File: src/lccdt_pkg.sv
// package: register map, field layout and types of the channel divider
package lccdt_pkg;

  // ****************************************
  // register map
  // ****************************************
  localparam int         ADDR_W    = 12;       // byte address width
  localparam int         DATA_W    = 32;       // bus data width
  localparam int         REG_W     = 8;        // register width
  localparam int         IDX_LSB   = 2;        // word aligned registers
  localparam logic [9:0] IDX_CNT1  = 10'h19e;  // first stage counts
  localparam logic [9:0] IDX_PHASE = 10'h19f;  // phase offsets
  localparam logic [9:0] IDX_CNT2  = 10'h1a0;  // second stage counts
  localparam logic [9:0] IDX_CTRL  = 10'h1a1;  // channel control
  localparam logic [9:0] IDX_DUTY  = 10'h1a2;  // duty correction
  localparam logic [9:0] IDX_STAT  = 10'h1a3;  // live status, read only
  localparam logic [7:0] REG_RST   = 8'h00;    // reset value of all fields

  // ****************************************
  // field layout
  // ****************************************
  localparam int         NIB_W      = 4;       // count and phase width
  localparam int         LOW_LSB    = 4;       // low count nibble
  localparam int         HIGH_LSB   = 0;       // high count nibble
  localparam int         PH2_LSB    = 4;       // second stage phase
  localparam int         PH1_LSB    = 0;       // first stage phase
  localparam int         CTL_BYP2   = 5;       // bypass second stage
  localparam int         CTL_BYP1   = 4;       // bypass first stage
  localparam int         CTL_NOSYNC = 3;       // ignore chip sync
  localparam int         CTL_FORCE  = 2;       // static level select
  localparam int         CTL_START2 = 1;       // second stage starts high
  localparam int         CTL_START1 = 0;       // first stage starts high
  localparam int         DUTY_OFF   = 0;       // duty fix disable
  localparam logic [7:0] CTRL_MASK  = 8'h3f;   // implemented control bits
  localparam logic [7:0] DUTY_MASK  = 8'h01;   // implemented duty bits
  localparam int         ST_SYNC    = 0;       // status: sync held
  localparam int         ST_OUT     = 1;       // status: channel output
  localparam int         ST_S1      = 2;       // status: first stage level
  localparam int         ST_S2      = 3;       // status: second stage level

  // ****************************************
  // bus answers and sizes
  // ****************************************
  localparam logic [1:0] RESP_OKAY   = 2'h0;   // normal answer
  localparam logic [1:0] RESP_SLVERR = 2'h2;   // unmapped or read only
  localparam logic [2:0] SYNC_IDLE   = 3'h7;   // pin idle level, active low
  localparam int         NUM_STAGES  = 2;      // cascaded stages
  localparam int         CNT_W       = 5;      // stage counter width
  localparam int         PER_W       = 12;     // period counter width

  // ****************************************
  // types
  // ****************************************
  typedef struct packed {
    logic [3:0] low_n;       // low phase length minus one
    logic [3:0] high_n;      // high phase length minus one
    logic [3:0] phase;       // input periods waited after sync
    logic       start_high;  // level held during sync
    logic       bypass;      // pass input straight through
  } lccdt_stage_cfg_type;

  typedef struct packed {
    logic tick;   // one cycle pulse at each rising edge
    logic level;  // clock level
  } lccdt_clk_type;

  typedef enum logic {WR_IDLE = 1'b0, WR_RESP = 1'b1} lccdt_wr_state_type;
  typedef enum logic {RD_IDLE = 1'b0, RD_DATA = 1'b1} lccdt_rd_state_type;

endpackage

File: src/lccdt_divider.sv
// one divider stage: high and low counts, phase wait, start level, bypass
`timescale 1ns/100ps

module lccdt_divider
  import lccdt_pkg::*;
(
  // clock and reset
  input  logic                clock,
  input  logic                rst_b,
  // settings and sync hold
  input  lccdt_stage_cfg_type cfg,
  input  logic                hold,
  // divided clock in and out
  input  lccdt_clk_type       clk_in,
  output lccdt_clk_type       clk_out
);

  logic [CNT_W-1:0] cnt_q, cnt_d;      // input periods in this phase
  logic [CNT_W-1:0] wait_q, wait_d;    // phase offset periods left
  logic             level_q, level_d;  // divided level
  logic             rise_q, rise_d;    // rising edge pulse
  logic [CNT_W-1:0] limit;             // last count of this phase
  logic             phase_end;         // phase length reached

  assign limit = level_q ? {1'b0, cfg.high_n} : {1'b0, cfg.low_n};
  assign phase_end = clk_in.tick && (wait_q == '0) && (cnt_q == limit);

  // next state of the counter
  always_comb begin
    cnt_d   = cnt_q;
    wait_d  = wait_q;
    level_d = level_q;
    rise_d  = 1'b0;
    if (cfg.bypass) begin
      // counting parked while bypassed
      cnt_d   = '0;
      wait_d  = '0;
      level_d = cfg.start_high;
    end else if (hold) begin
      // park at start level, load phase wait
      cnt_d   = '0;
      wait_d  = {1'b0, cfg.phase};
      level_d = cfg.start_high;
    end else if (clk_in.tick && (wait_q != '0)) begin
      wait_d = wait_q - 1'b1;
    end else if (phase_end) begin
      cnt_d   = '0;
      level_d = ~level_q;
      rise_d  = ~level_q;
    end else if (clk_in.tick) begin
      cnt_d = cnt_q + 1'b1;
    end
  end

  // stage registers
  always_ff @(posedge clock or negedge rst_b) begin
    if (!rst_b) begin
      cnt_q   <= '0;
      wait_q  <= '0;
      level_q <= 1'b0;
      rise_q  <= 1'b0;
    end else begin
      cnt_q   <= cnt_d;
      wait_q  <= wait_d;
      level_q <= level_d;
      rise_q  <= rise_d;
    end
  end

  // bypass routes input to output
  assign clk_out.level = cfg.bypass ? clk_in.level : level_q;
  assign clk_out.tick  = cfg.bypass ? clk_in.tick : rise_q;

endmodule // lccdt_divider

File: src/lccdt_duty_fix.sv
// duty corrector: output high for half of each measured period
`timescale 1ns/100ps

module lccdt_duty_fix
  import lccdt_pkg::*;
(
  // clock and reset
  input  logic          clock,
  input  logic          rst_b,
  // control and clock
  input  logic          enable,
  input  lccdt_clk_type clk_in,
  output logic          out_level
);

  logic [PER_W-1:0] cnt_q;    // cycles since last rising edge
  logic [PER_W-1:0] half_q;   // half of last period
  logic [PER_W-1:0] cnt_inc;  // next count
  logic             out_q;    // corrected level
  logic             out_d;

  assign cnt_inc = cnt_q + 1'b1;
  // corrected level or plain pass
  assign out_d = enable ? (clk_in.tick || (cnt_inc < half_q)) : clk_in.level;

  // period measure and output
  always_ff @(posedge clock or negedge rst_b) begin
    if (!rst_b) begin
      cnt_q  <= '0;
      half_q <= '0;
      out_q  <= 1'b0;
    end else begin
      out_q <= out_d;
      if (clk_in.tick) begin
        cnt_q  <= '0;
        half_q <= cnt_inc >> 1;
      end else if (cnt_q != '1) begin
        cnt_q <= cnt_inc;
      end
    end
  end

  assign out_level = out_q;

endmodule // lccdt_duty_fix

File: src/lccdt_top.sv
// top: register slave, sync input and the two stage channel divider
//
// Chosen here: register access over AXI4-Lite.
`timescale 1ns/100ps

// Overview of operation
// second stage low lasts count plus one
// second stage high lasts count plus one
// first stage has own low/high counts
// phase offsets: second upper, first lower
// bypass passes input to second output
// bypass passes input to first output
// ignore bit masks chip sync
// force bit gives static high with ignore
// second stage start level select
// first stage start level select
// duty fix on unless disable bit set
// first stage output clocks second stage
// sync holds start level, phase after release
module lccdt_top
  import lccdt_pkg::*;
(
  // clock and reset
  input  logic              clock,
  input  logic              rst_b,
  // write address
  input  logic [ADDR_W-1:0] s_axi_awaddr,
  input  logic [2:0]        s_axi_awprot,
  input  logic              s_axi_awvalid,
  output logic              s_axi_awready,
  // write data
  input  logic [DATA_W-1:0] s_axi_wdata,
  input  logic [3:0]        s_axi_wstrb,
  input  logic              s_axi_wvalid,
  output logic              s_axi_wready,
  // write response
  output logic [1:0]        s_axi_bresp,
  output logic              s_axi_bvalid,
  input  logic              s_axi_bready,
  // read address
  input  logic [ADDR_W-1:0] s_axi_araddr,
  input  logic [2:0]        s_axi_arprot,
  input  logic              s_axi_arvalid,
  output logic              s_axi_arready,
  // read data
  output logic [DATA_W-1:0] s_axi_rdata,
  output logic [1:0]        s_axi_rresp,
  output logic              s_axi_rvalid,
  input  logic              s_axi_rready,
  // chip sync pin
  input  logic              sync_req_b,
  // divided clocks
  output logic              stage1_out,
  output logic              stage2_out,
  output logic              channel_out
);

  // ****************************************
  // declarations
  // ****************************************
  lccdt_wr_state_type wr_state_q;   // write channel state
  lccdt_rd_state_type rd_state_q;   // read channel state
  logic               aw_held_q;    // address taken, waiting data
  logic               w_held_q;     // data taken, waiting address
  logic [ADDR_W-1:0]  aw_addr_q;    // held write address
  logic [7:0]         w_byte_q;     // held write byte
  logic               w_lane_q;     // held lane zero strobe
  logic [1:0]         bresp_q;      // write answer
  logic [DATA_W-1:0]  rdata_q;      // read data
  logic [1:0]         rresp_q;      // read answer

  logic [7:0]         cnt1_q;       // first stage counts
  logic [7:0]         phase_q;      // phase offsets
  logic [7:0]         cnt2_q;       // second stage counts
  logic [7:0]         ctrl_q;       // channel control
  logic [7:0]         duty_q;       // duty correction

  logic [2:0]         sync_pipe_q;  // pin synchroniser
  logic               sync_act_q;   // filtered sync level
  logic               dist_q;       // distribution clock level
  logic               dist_tick_q;  // distribution rising edge
  logic               channel_q;    // registered channel output

  // ****************************************
  // write channel decode
  // ****************************************
  logic              aw_take;       // address accepted now
  logic              w_take;        // data accepted now
  logic              wr_fire;       // both halves present
  logic [ADDR_W-1:0] wr_addr;       // address of this write
  logic [7:0]        wr_byte;       // byte of this write
  logic              wr_lane;       // lane zero enabled
  logic [9:0]        wr_idx;        // register index
  logic              wr_hit_cnt1;
  logic              wr_hit_phase;
  logic              wr_hit_cnt2;
  logic              wr_hit_ctrl;
  logic              wr_hit_duty;
  logic              wr_ok;         // writable register hit
  logic              wr_commit;     // store this cycle

  assign s_axi_awready = (wr_state_q == WR_IDLE) && !aw_held_q;
  assign s_axi_wready  = (wr_state_q == WR_IDLE) && !w_held_q;
  assign aw_take       = s_axi_awvalid && s_axi_awready;
  assign w_take        = s_axi_wvalid && s_axi_wready;
  assign wr_fire       = (aw_held_q || aw_take) && (w_held_q || w_take);
  assign wr_addr       = aw_held_q ? aw_addr_q : s_axi_awaddr;
  assign wr_byte       = w_held_q ? w_byte_q : s_axi_wdata[7:0];
  assign wr_lane       = w_held_q ? w_lane_q : s_axi_wstrb[0];
  assign wr_idx        = wr_addr[ADDR_W-1:IDX_LSB];
  assign wr_hit_cnt1   = (wr_idx == IDX_CNT1);
  assign wr_hit_phase  = (wr_idx == IDX_PHASE);
  assign wr_hit_cnt2   = (wr_idx == IDX_CNT2);
  assign wr_hit_ctrl   = (wr_idx == IDX_CTRL);
  assign wr_hit_duty   = (wr_idx == IDX_DUTY);
  assign wr_ok         = wr_hit_cnt1 || wr_hit_phase || wr_hit_cnt2 ||
                         wr_hit_ctrl || wr_hit_duty;
  assign wr_commit     = wr_fire && wr_lane && wr_ok;

  // ****************************************
  // write channel state
  // ****************************************
  // collect address and data in either order, then answer
  always_ff @(posedge clock or negedge rst_b) begin
    if (!rst_b) begin
      wr_state_q <= WR_IDLE;
      aw_held_q  <= 1'b0;
      w_held_q   <= 1'b0;
      bresp_q    <= RESP_OKAY;
    end else begin
      case (wr_state_q)
        WR_IDLE: begin
          if (wr_fire) begin
            // both halves here: store and answer
            wr_state_q <= WR_RESP;
            aw_held_q  <= 1'b0;
            w_held_q   <= 1'b0;
            bresp_q    <= wr_ok ? RESP_OKAY : RESP_SLVERR;
          end else begin
            // keep whichever half arrived
            aw_held_q <= aw_held_q || aw_take;
            w_held_q  <= w_held_q || w_take;
          end
        end
        WR_RESP: begin
          // wait for the master to take the answer
          if (s_axi_bready) begin
            wr_state_q <= WR_IDLE;
          end
        end
        default: begin
          wr_state_q <= WR_IDLE;
        end
      endcase
    end
  end

  // held halves of a split write
  always_ff @(posedge clock or negedge rst_b) begin
    if (!rst_b) begin
      aw_addr_q <= '0;
      w_byte_q  <= REG_RST;
      w_lane_q  <= 1'b0;
    end else begin
      if (aw_take) begin
        aw_addr_q <= s_axi_awaddr;
      end
      if (w_take) begin
        w_byte_q <= s_axi_wdata[7:0];
        w_lane_q <= s_axi_wstrb[0];
      end
    end
  end

  assign s_axi_bvalid = (wr_state_q == WR_RESP);
  assign s_axi_bresp  = bresp_q;

  // ****************************************
  // configuration registers
  // ****************************************
  // reserved bits are dropped so they read zero
  always_ff @(posedge clock or negedge rst_b) begin
    if (!rst_b) begin
      cnt1_q  <= REG_RST;
      phase_q <= REG_RST;
      cnt2_q  <= REG_RST;
      ctrl_q  <= REG_RST;
      duty_q  <= REG_RST;
    end else if (wr_commit) begin
      if (wr_hit_cnt1) begin
        cnt1_q <= wr_byte;
      end
      if (wr_hit_phase) begin
        phase_q <= wr_byte;
      end
      if (wr_hit_cnt2) begin
        cnt2_q <= wr_byte;
      end
      if (wr_hit_ctrl) begin
        ctrl_q <= wr_byte & CTRL_MASK;
      end
      if (wr_hit_duty) begin
        duty_q <= wr_byte & DUTY_MASK;
      end
    end
  end

  // ****************************************
  // read channel
  // ****************************************
  logic [9:0] rd_idx;     // register index
  logic       rd_ok;      // mapped register
  logic [7:0] stat_byte;  // live status
  logic [7:0] rd_byte;    // selected register
  logic       ar_take;    // address accepted now

  assign rd_idx  = s_axi_araddr[ADDR_W-1:IDX_LSB];
  assign ar_take = s_axi_arvalid && s_axi_arready;
  assign rd_ok   = (rd_idx == IDX_CNT1) || (rd_idx == IDX_PHASE) ||
                   (rd_idx == IDX_CNT2) || (rd_idx == IDX_CTRL) ||
                   (rd_idx == IDX_DUTY) || (rd_idx == IDX_STAT);

  // status: sync, output and stage levels
  always_comb begin
    stat_byte          = REG_RST;
    stat_byte[ST_SYNC] = sync_act_q;
    stat_byte[ST_OUT]  = channel_q;
    stat_byte[ST_S1]   = stage1_out;
    stat_byte[ST_S2]   = stage2_out;
  end

  assign rd_byte = (rd_idx == IDX_CNT1)  ? cnt1_q  :
                   (rd_idx == IDX_PHASE) ? phase_q :
                   (rd_idx == IDX_CNT2)  ? cnt2_q  :
                   (rd_idx == IDX_CTRL)  ? ctrl_q  :
                   (rd_idx == IDX_DUTY)  ? duty_q  :
                   (rd_idx == IDX_STAT)  ? stat_byte : REG_RST;

  // one read at a time, data registered
  always_ff @(posedge clock or negedge rst_b) begin
    if (!rst_b) begin
      rd_state_q <= RD_IDLE;
      rdata_q    <= '0;
      rresp_q    <= RESP_OKAY;
    end else begin
      case (rd_state_q)
        RD_IDLE: begin
          if (ar_take) begin
            rd_state_q <= RD_DATA;
            rdata_q    <= {{(DATA_W-REG_W){1'b0}}, rd_byte};
            rresp_q    <= rd_ok ? RESP_OKAY : RESP_SLVERR;
          end
        end
        RD_DATA: begin
          // hold data until taken
          if (s_axi_rready) begin
            rd_state_q <= RD_IDLE;
          end
        end
        default: begin
          rd_state_q <= RD_IDLE;
        end
      endcase
    end
  end

  assign s_axi_arready = (rd_state_q == RD_IDLE);
  assign s_axi_rvalid  = (rd_state_q == RD_DATA);
  assign s_axi_rdata   = rdata_q;
  assign s_axi_rresp   = rresp_q;

  // ****************************************
  // chip sync input
  // ****************************************
  // three flops; level moves once the last two agree
  always_ff @(posedge clock or negedge rst_b) begin
    if (!rst_b) begin
      sync_pipe_q <= SYNC_IDLE;
      sync_act_q  <= 1'b0;
    end else begin
      sync_pipe_q <= {sync_pipe_q[1:0], sync_req_b};
      if (sync_pipe_q[1] == sync_pipe_q[2]) begin
        sync_act_q <= !sync_pipe_q[2];
      end
    end
  end

  logic hold;  // stages held at start level
  assign hold = sync_act_q && !ctrl_q[CTL_NOSYNC];

  // ****************************************
  // distribution clock
  // ****************************************
  // half rate level with a pulse on each rise
  always_ff @(posedge clock or negedge rst_b) begin
    if (!rst_b) begin
      dist_q      <= 1'b0;
      dist_tick_q <= 1'b0;
    end else begin
      dist_q      <= !dist_q;
      dist_tick_q <= !dist_q;
    end
  end

  // ****************************************
  // cascaded divider stages
  // ****************************************
  lccdt_clk_type       clk_chain [NUM_STAGES+1]; // stage inputs and outputs
  lccdt_stage_cfg_type stage_cfg [NUM_STAGES];   // per stage settings

  assign clk_chain[0] = '{tick: dist_tick_q, level: dist_q};

  // first stage settings
  assign stage_cfg[0] = '{
    low_n:      cnt1_q[LOW_LSB+:NIB_W],
    high_n:     cnt1_q[HIGH_LSB+:NIB_W],
    phase:      phase_q[PH1_LSB+:NIB_W],
    start_high: ctrl_q[CTL_START1],
    bypass:     ctrl_q[CTL_BYP1]
  };

  // second stage settings
  assign stage_cfg[1] = '{
    low_n:      cnt2_q[LOW_LSB+:NIB_W],
    high_n:     cnt2_q[HIGH_LSB+:NIB_W],
    phase:      phase_q[PH2_LSB+:NIB_W],
    start_high: ctrl_q[CTL_START2],
    bypass:     ctrl_q[CTL_BYP2]
  };

  // each stage after the first is clocked by the one before, the first by the distribution clock
  genvar gi;
  generate
    for (gi = 0; gi < NUM_STAGES; gi++) begin : g_stage
      lccdt_divider u_div (
        .clock   (clock),
        .rst_b   (rst_b),
        .cfg     (stage_cfg[gi]),
        .hold    (hold),
        .clk_in  (clk_chain[gi]),
        .clk_out (clk_chain[gi+1])
      );
    end
  endgenerate

  assign stage1_out = clk_chain[1].level;
  assign stage2_out = clk_chain[NUM_STAGES].level;

  // ****************************************
  // duty correction and output
  // ****************************************
  logic duty_level;  // corrected second stage level

  lccdt_duty_fix u_duty (
    .clock     (clock),
    .rst_b     (rst_b),
    .enable    (!duty_q[DUTY_OFF]),
    .clk_in    (clk_chain[NUM_STAGES]),
    .out_level (duty_level)
  );

  // static high only with sync ignored
  always_ff @(posedge clock or negedge rst_b) begin
    if (!rst_b) begin
      channel_q <= 1'b0;
    end else begin
      channel_q <= (ctrl_q[CTL_NOSYNC] && ctrl_q[CTL_FORCE]) || duty_level;
    end
  end

  assign channel_out = channel_q;

endmodule // lccdt_top

File: config.mk
export PLATFORM = sky130hd
export DESIGN_NAME = lccdt_top
export DESIGN_NICKNAME = d
export VERILOG_FILES = /design/src/lccdt_pkg.sv /design/src/lccdt_divider.sv /design/src/lccdt_duty_fix.sv /design/src/lccdt_top.sv
export SDC_FILE = /design/constraint.sdc
export NUM_CORES = 1
export LEC_CHECK = 0
export ABC_CLOCK_PERIOD_IN_PS = 2700
export BUFFER_PORTS_ARGS = -buffer_cell sky130_fd_sc_hd__buf_2
export CORE_MARGIN = 8
export CORE_UTILIZATION = 35
export DETAILED_ROUTE_END_ITERATION = 10
export GPL_ROUTABILITY_DRIVEN = 0
export SLEW_MARGIN = 20
export SYNTH_ARGS = -nofsm -noshare
export SYNTH_HDL_FRONTEND = slang
export SYNTH_SLANG_ARGS = --single-unit
File: constraint.sdc
create_clock -name clock -period 2.7 [get_ports clock]
set_input_delay 0.54 -clock clock [delete_from_list [all_inputs] [get_ports clock]]
set_output_delay 0.54 -clock clock [all_outputs]
set_load 0.1 [all_outputs]
==> run metrics <==
Crit. End Element output port; CP Launch Type register; WHS 0.106 ns; minimum clock period 2.46 ns; total routed wirelength 14100 um; routed via count 4481; Critical Path RT 2.16 ns; clock latency on the worst-skew pair 0.42 ns; RSZ-0062 raised after global routing no; CTS resizes 0; ant diodes 0; Nets 755; clk_skew 0.00533 ns; Worst-path clk slew 0.06 ns; peak supply drop 0.000479 V; hold_buf cts 0; share of layout cells above drive strength 1 22.5%; area delta synth->final 19.6%; post-synthesis sequential area ratio 48.5%; clock buffer depth 2; largest net degree at the start of global routing 56; synthesis warning total 0; detailed-router iteration count before antenna repair 4; Clock Tree Root clkbuf_16; Hold/Removal Path Class primary input to async pin; Max FO, Critical Path 9; Tightest Pin Transition 0.652 ns; CTS tree yes; Fill cells 1671; CP max stage cell dfrtp_1; Pwr Density 820 nW/um2; mapped cell area 6090 um2; Finished Layout Cells 904; Yosys cell types 61; post-CTS setup buffers 0; Total GRT Usage 13.2%; vias per cell 4.96; asr flop ratio synth 100%; Area contributors post-synth dfrtp_1, mux2_2, mux2i_1, nor2_1, buf_4; final setup margin 0.235 ns; Tcrit/Tclk final 91.3%; Largest stage delay, worst path 0.52 ns; per-cell routed wire length 15.6 um; Horiz. Die Dim 148 um; die area 21900 um2; Ports 118; most frequent cell after synthesis dfrtp_1; row count 48; number of synthesized register bits 118; Reg area 2960 um2; max_cap viols 0; Synth top area share 47.2%; Setup TNS 0 ns; DRT antenna net count 0; max_slew headroom 55.9%; Post-synth EDFFs 0; Lkg Pwr 3.53 nW; area taken by multi-input logic gates 2810 um2; final HPWL from detailed placement 10600 um; core area 17200 um2; # DRC 0; initial antenna violation count 0; critical path class register to output port; critical path arrival 1.92 ns; clock sinks 118; Post-synth top cells dfrtp_1, nor2_1, inv_1, a21oi_1; Initial DRC Count 304; Cells after DPL 872; I/O Buffers 54; vias in the first global route 4437; outcome complete, no violations; H-tree Lvls 4; grt total ovfl 0; Avg Cell Area, Syn 10.2 um2; top_reg_cell synth dfrtp_1; first-pass GRT wire length 23000 um; Pwr Total 5.97 mW; leading area contributor after synthesis dfrtp_1; final setup violation count 0; CP cell instances mux2i_1 -> a21oi_2 -> buf_2; cells after synthesis 597; CTS Buf Count 17; Final Hold Viols 0; Die Y 148 um; Setup WS pre-CTS 0.212 ns; initial core utilization 35.5%; Fmax 406 MHz; Slew Viols, Final 0
flip-flops by register name, summed over array words and instances (netlist names), 2 cells and up:
register	cells
sync_pipe_q	3
s_axi_rdata	8
u_duty.cnt_q	12
cnt1_q	8
w_byte_q	8
g_stage.u_div.level_q	2
phase_q	8
ctrl_q	6
u_duty.half_q	11
g_stage.u_div.wait_q	10
aw_addr_q	10
g_stage.u_div.rise_q	2
cnt2_q	8
g_stage.u_div.cnt_q	10
worst paths after layout:
kind | start | to | slack [ns] | cells after the start
max | ctrl_q[4] | stage2_out | 0.24 | 3
min | rst_b | aw_held_q | 0.11 | 1
max reg2reg | u_duty.cnt_q[0] | u_duty.out_level | 0.25 | 9
min reg2reg | sync_pipe_q[0] | sync_pipe_q[1] | 0.35 | 0
max in group asynchronous | rst_b | sync_pipe_q[2] | 1.84 | 2
min in group clock | sync_req_b | sync_pipe_q[0] | 0.23 | 1
per-stage QoR:
step	utilization [%]	area (um2)
after CTS	42.4	7280
after floorplan	-	6200
after global routing	42.4	7280
final	42.4	7280
after global placement	38.6	6620
after detailed placement	38.6	6620
metal layers:
metal  part of all wire [%]  GRT usage, %  vias to the layer above  wire (um)
met4                    1.2          4.44                        0        164
li1                       -             -                     2175          -
met1                     46          16.4                     2171       6500
met3                    6.6          4.22                       16        926
met2                     46          21.2                      119       6510
met5                      0             0                        -          0
cells in the final DEF (no fill, tap or decap), types with 3 or more instances in the layout:
cell | netlist | layout
dfrtp_1 | 115 | 115
nor2_1 | 63 | 61
buf_2 | 2 | 53
inv_1 | 43 | 43
a21oi_1 | 37 | 35
nand2_1 | 34 | 34
mux2i_1 | 34 | 34
mux2_2 | 33 | 33
o21ai_0 | 29 | 29
conb_1 | 1 | 26
clkbuf_16 | 0 | 17
buf_4 | 26 | 17
xor2_1 | 15 | 15
ha_1 | 15 | 15
xnor2_1 | 11 | 11
nand3_1 | 11 | 11
nand4_1 | 9 | 9
nor3_1 | 9 | 9
nor2b_1 | 8 | 8
a22oi_1 | 6 | 6
a22o_1 | 6 | 6
bufinv_16 | 0 | 6
nor4b_1 | 5 | 5
nand2b_1 | 5 | 5
a31oi_1 | 5 | 5
a211oi_1 | 5 | 5
clkinv_2 | 0 | 5
a21o_1 | 3 | 3
and3_1 | 3 | 3
or3_1 | 3 | 3
nor4bb_1 | 3 | 3
nor3b_1 | 3 | 3
dfstp_2 | 3 | 3
logic make-up (layout without fill, tap and decap cells):
kind of cell | after synthesis | after routing | synth area share, %
DFF | 118 | 118 | 48.5
muxes | 69 | 69 | 12.4
buffers and inverters | 90 | 147 | 7.19
AOI/OAI and AO/OA | 108 | 108 | 11.0
and+or+nand+nor | 170 | 170 | 14.0
adders and majority gates | 15 | 15 | 3.08
xor gates and xnor gates | 26 | 26 | 3.74
other | 1 | 26 | 0.0616
where the power goes:
part | switching, mW | internal [mW]
registers | 0.172 | 1.99
logic | 0.863 | 0.425
clock network | 0.800 | 1.72
total | 1.84 | 4.13
layout make-up:
cell class | count | share of cell area, %
Clock buffer | 18 | 5.89
Timing Repair Buffer | 71 | 5.67
Multi-Input combinational cell | 414 | 38.6
Tap cell | 225 | 3.87
Sequential cell | 118 | 40.6
Clock inverter | 14 | 3.14
Inverter | 44 | 2.27
worst max-delay path: cells and delay by family (launching register included):
kind                   cells  cell delay (ns)
AOI/OAI and AO/OA          1             0.29
buffers and inverters      1             0.49
DFF                        1             0.52
muxes                      1             0.21
(Power assumes the default switching activity.)
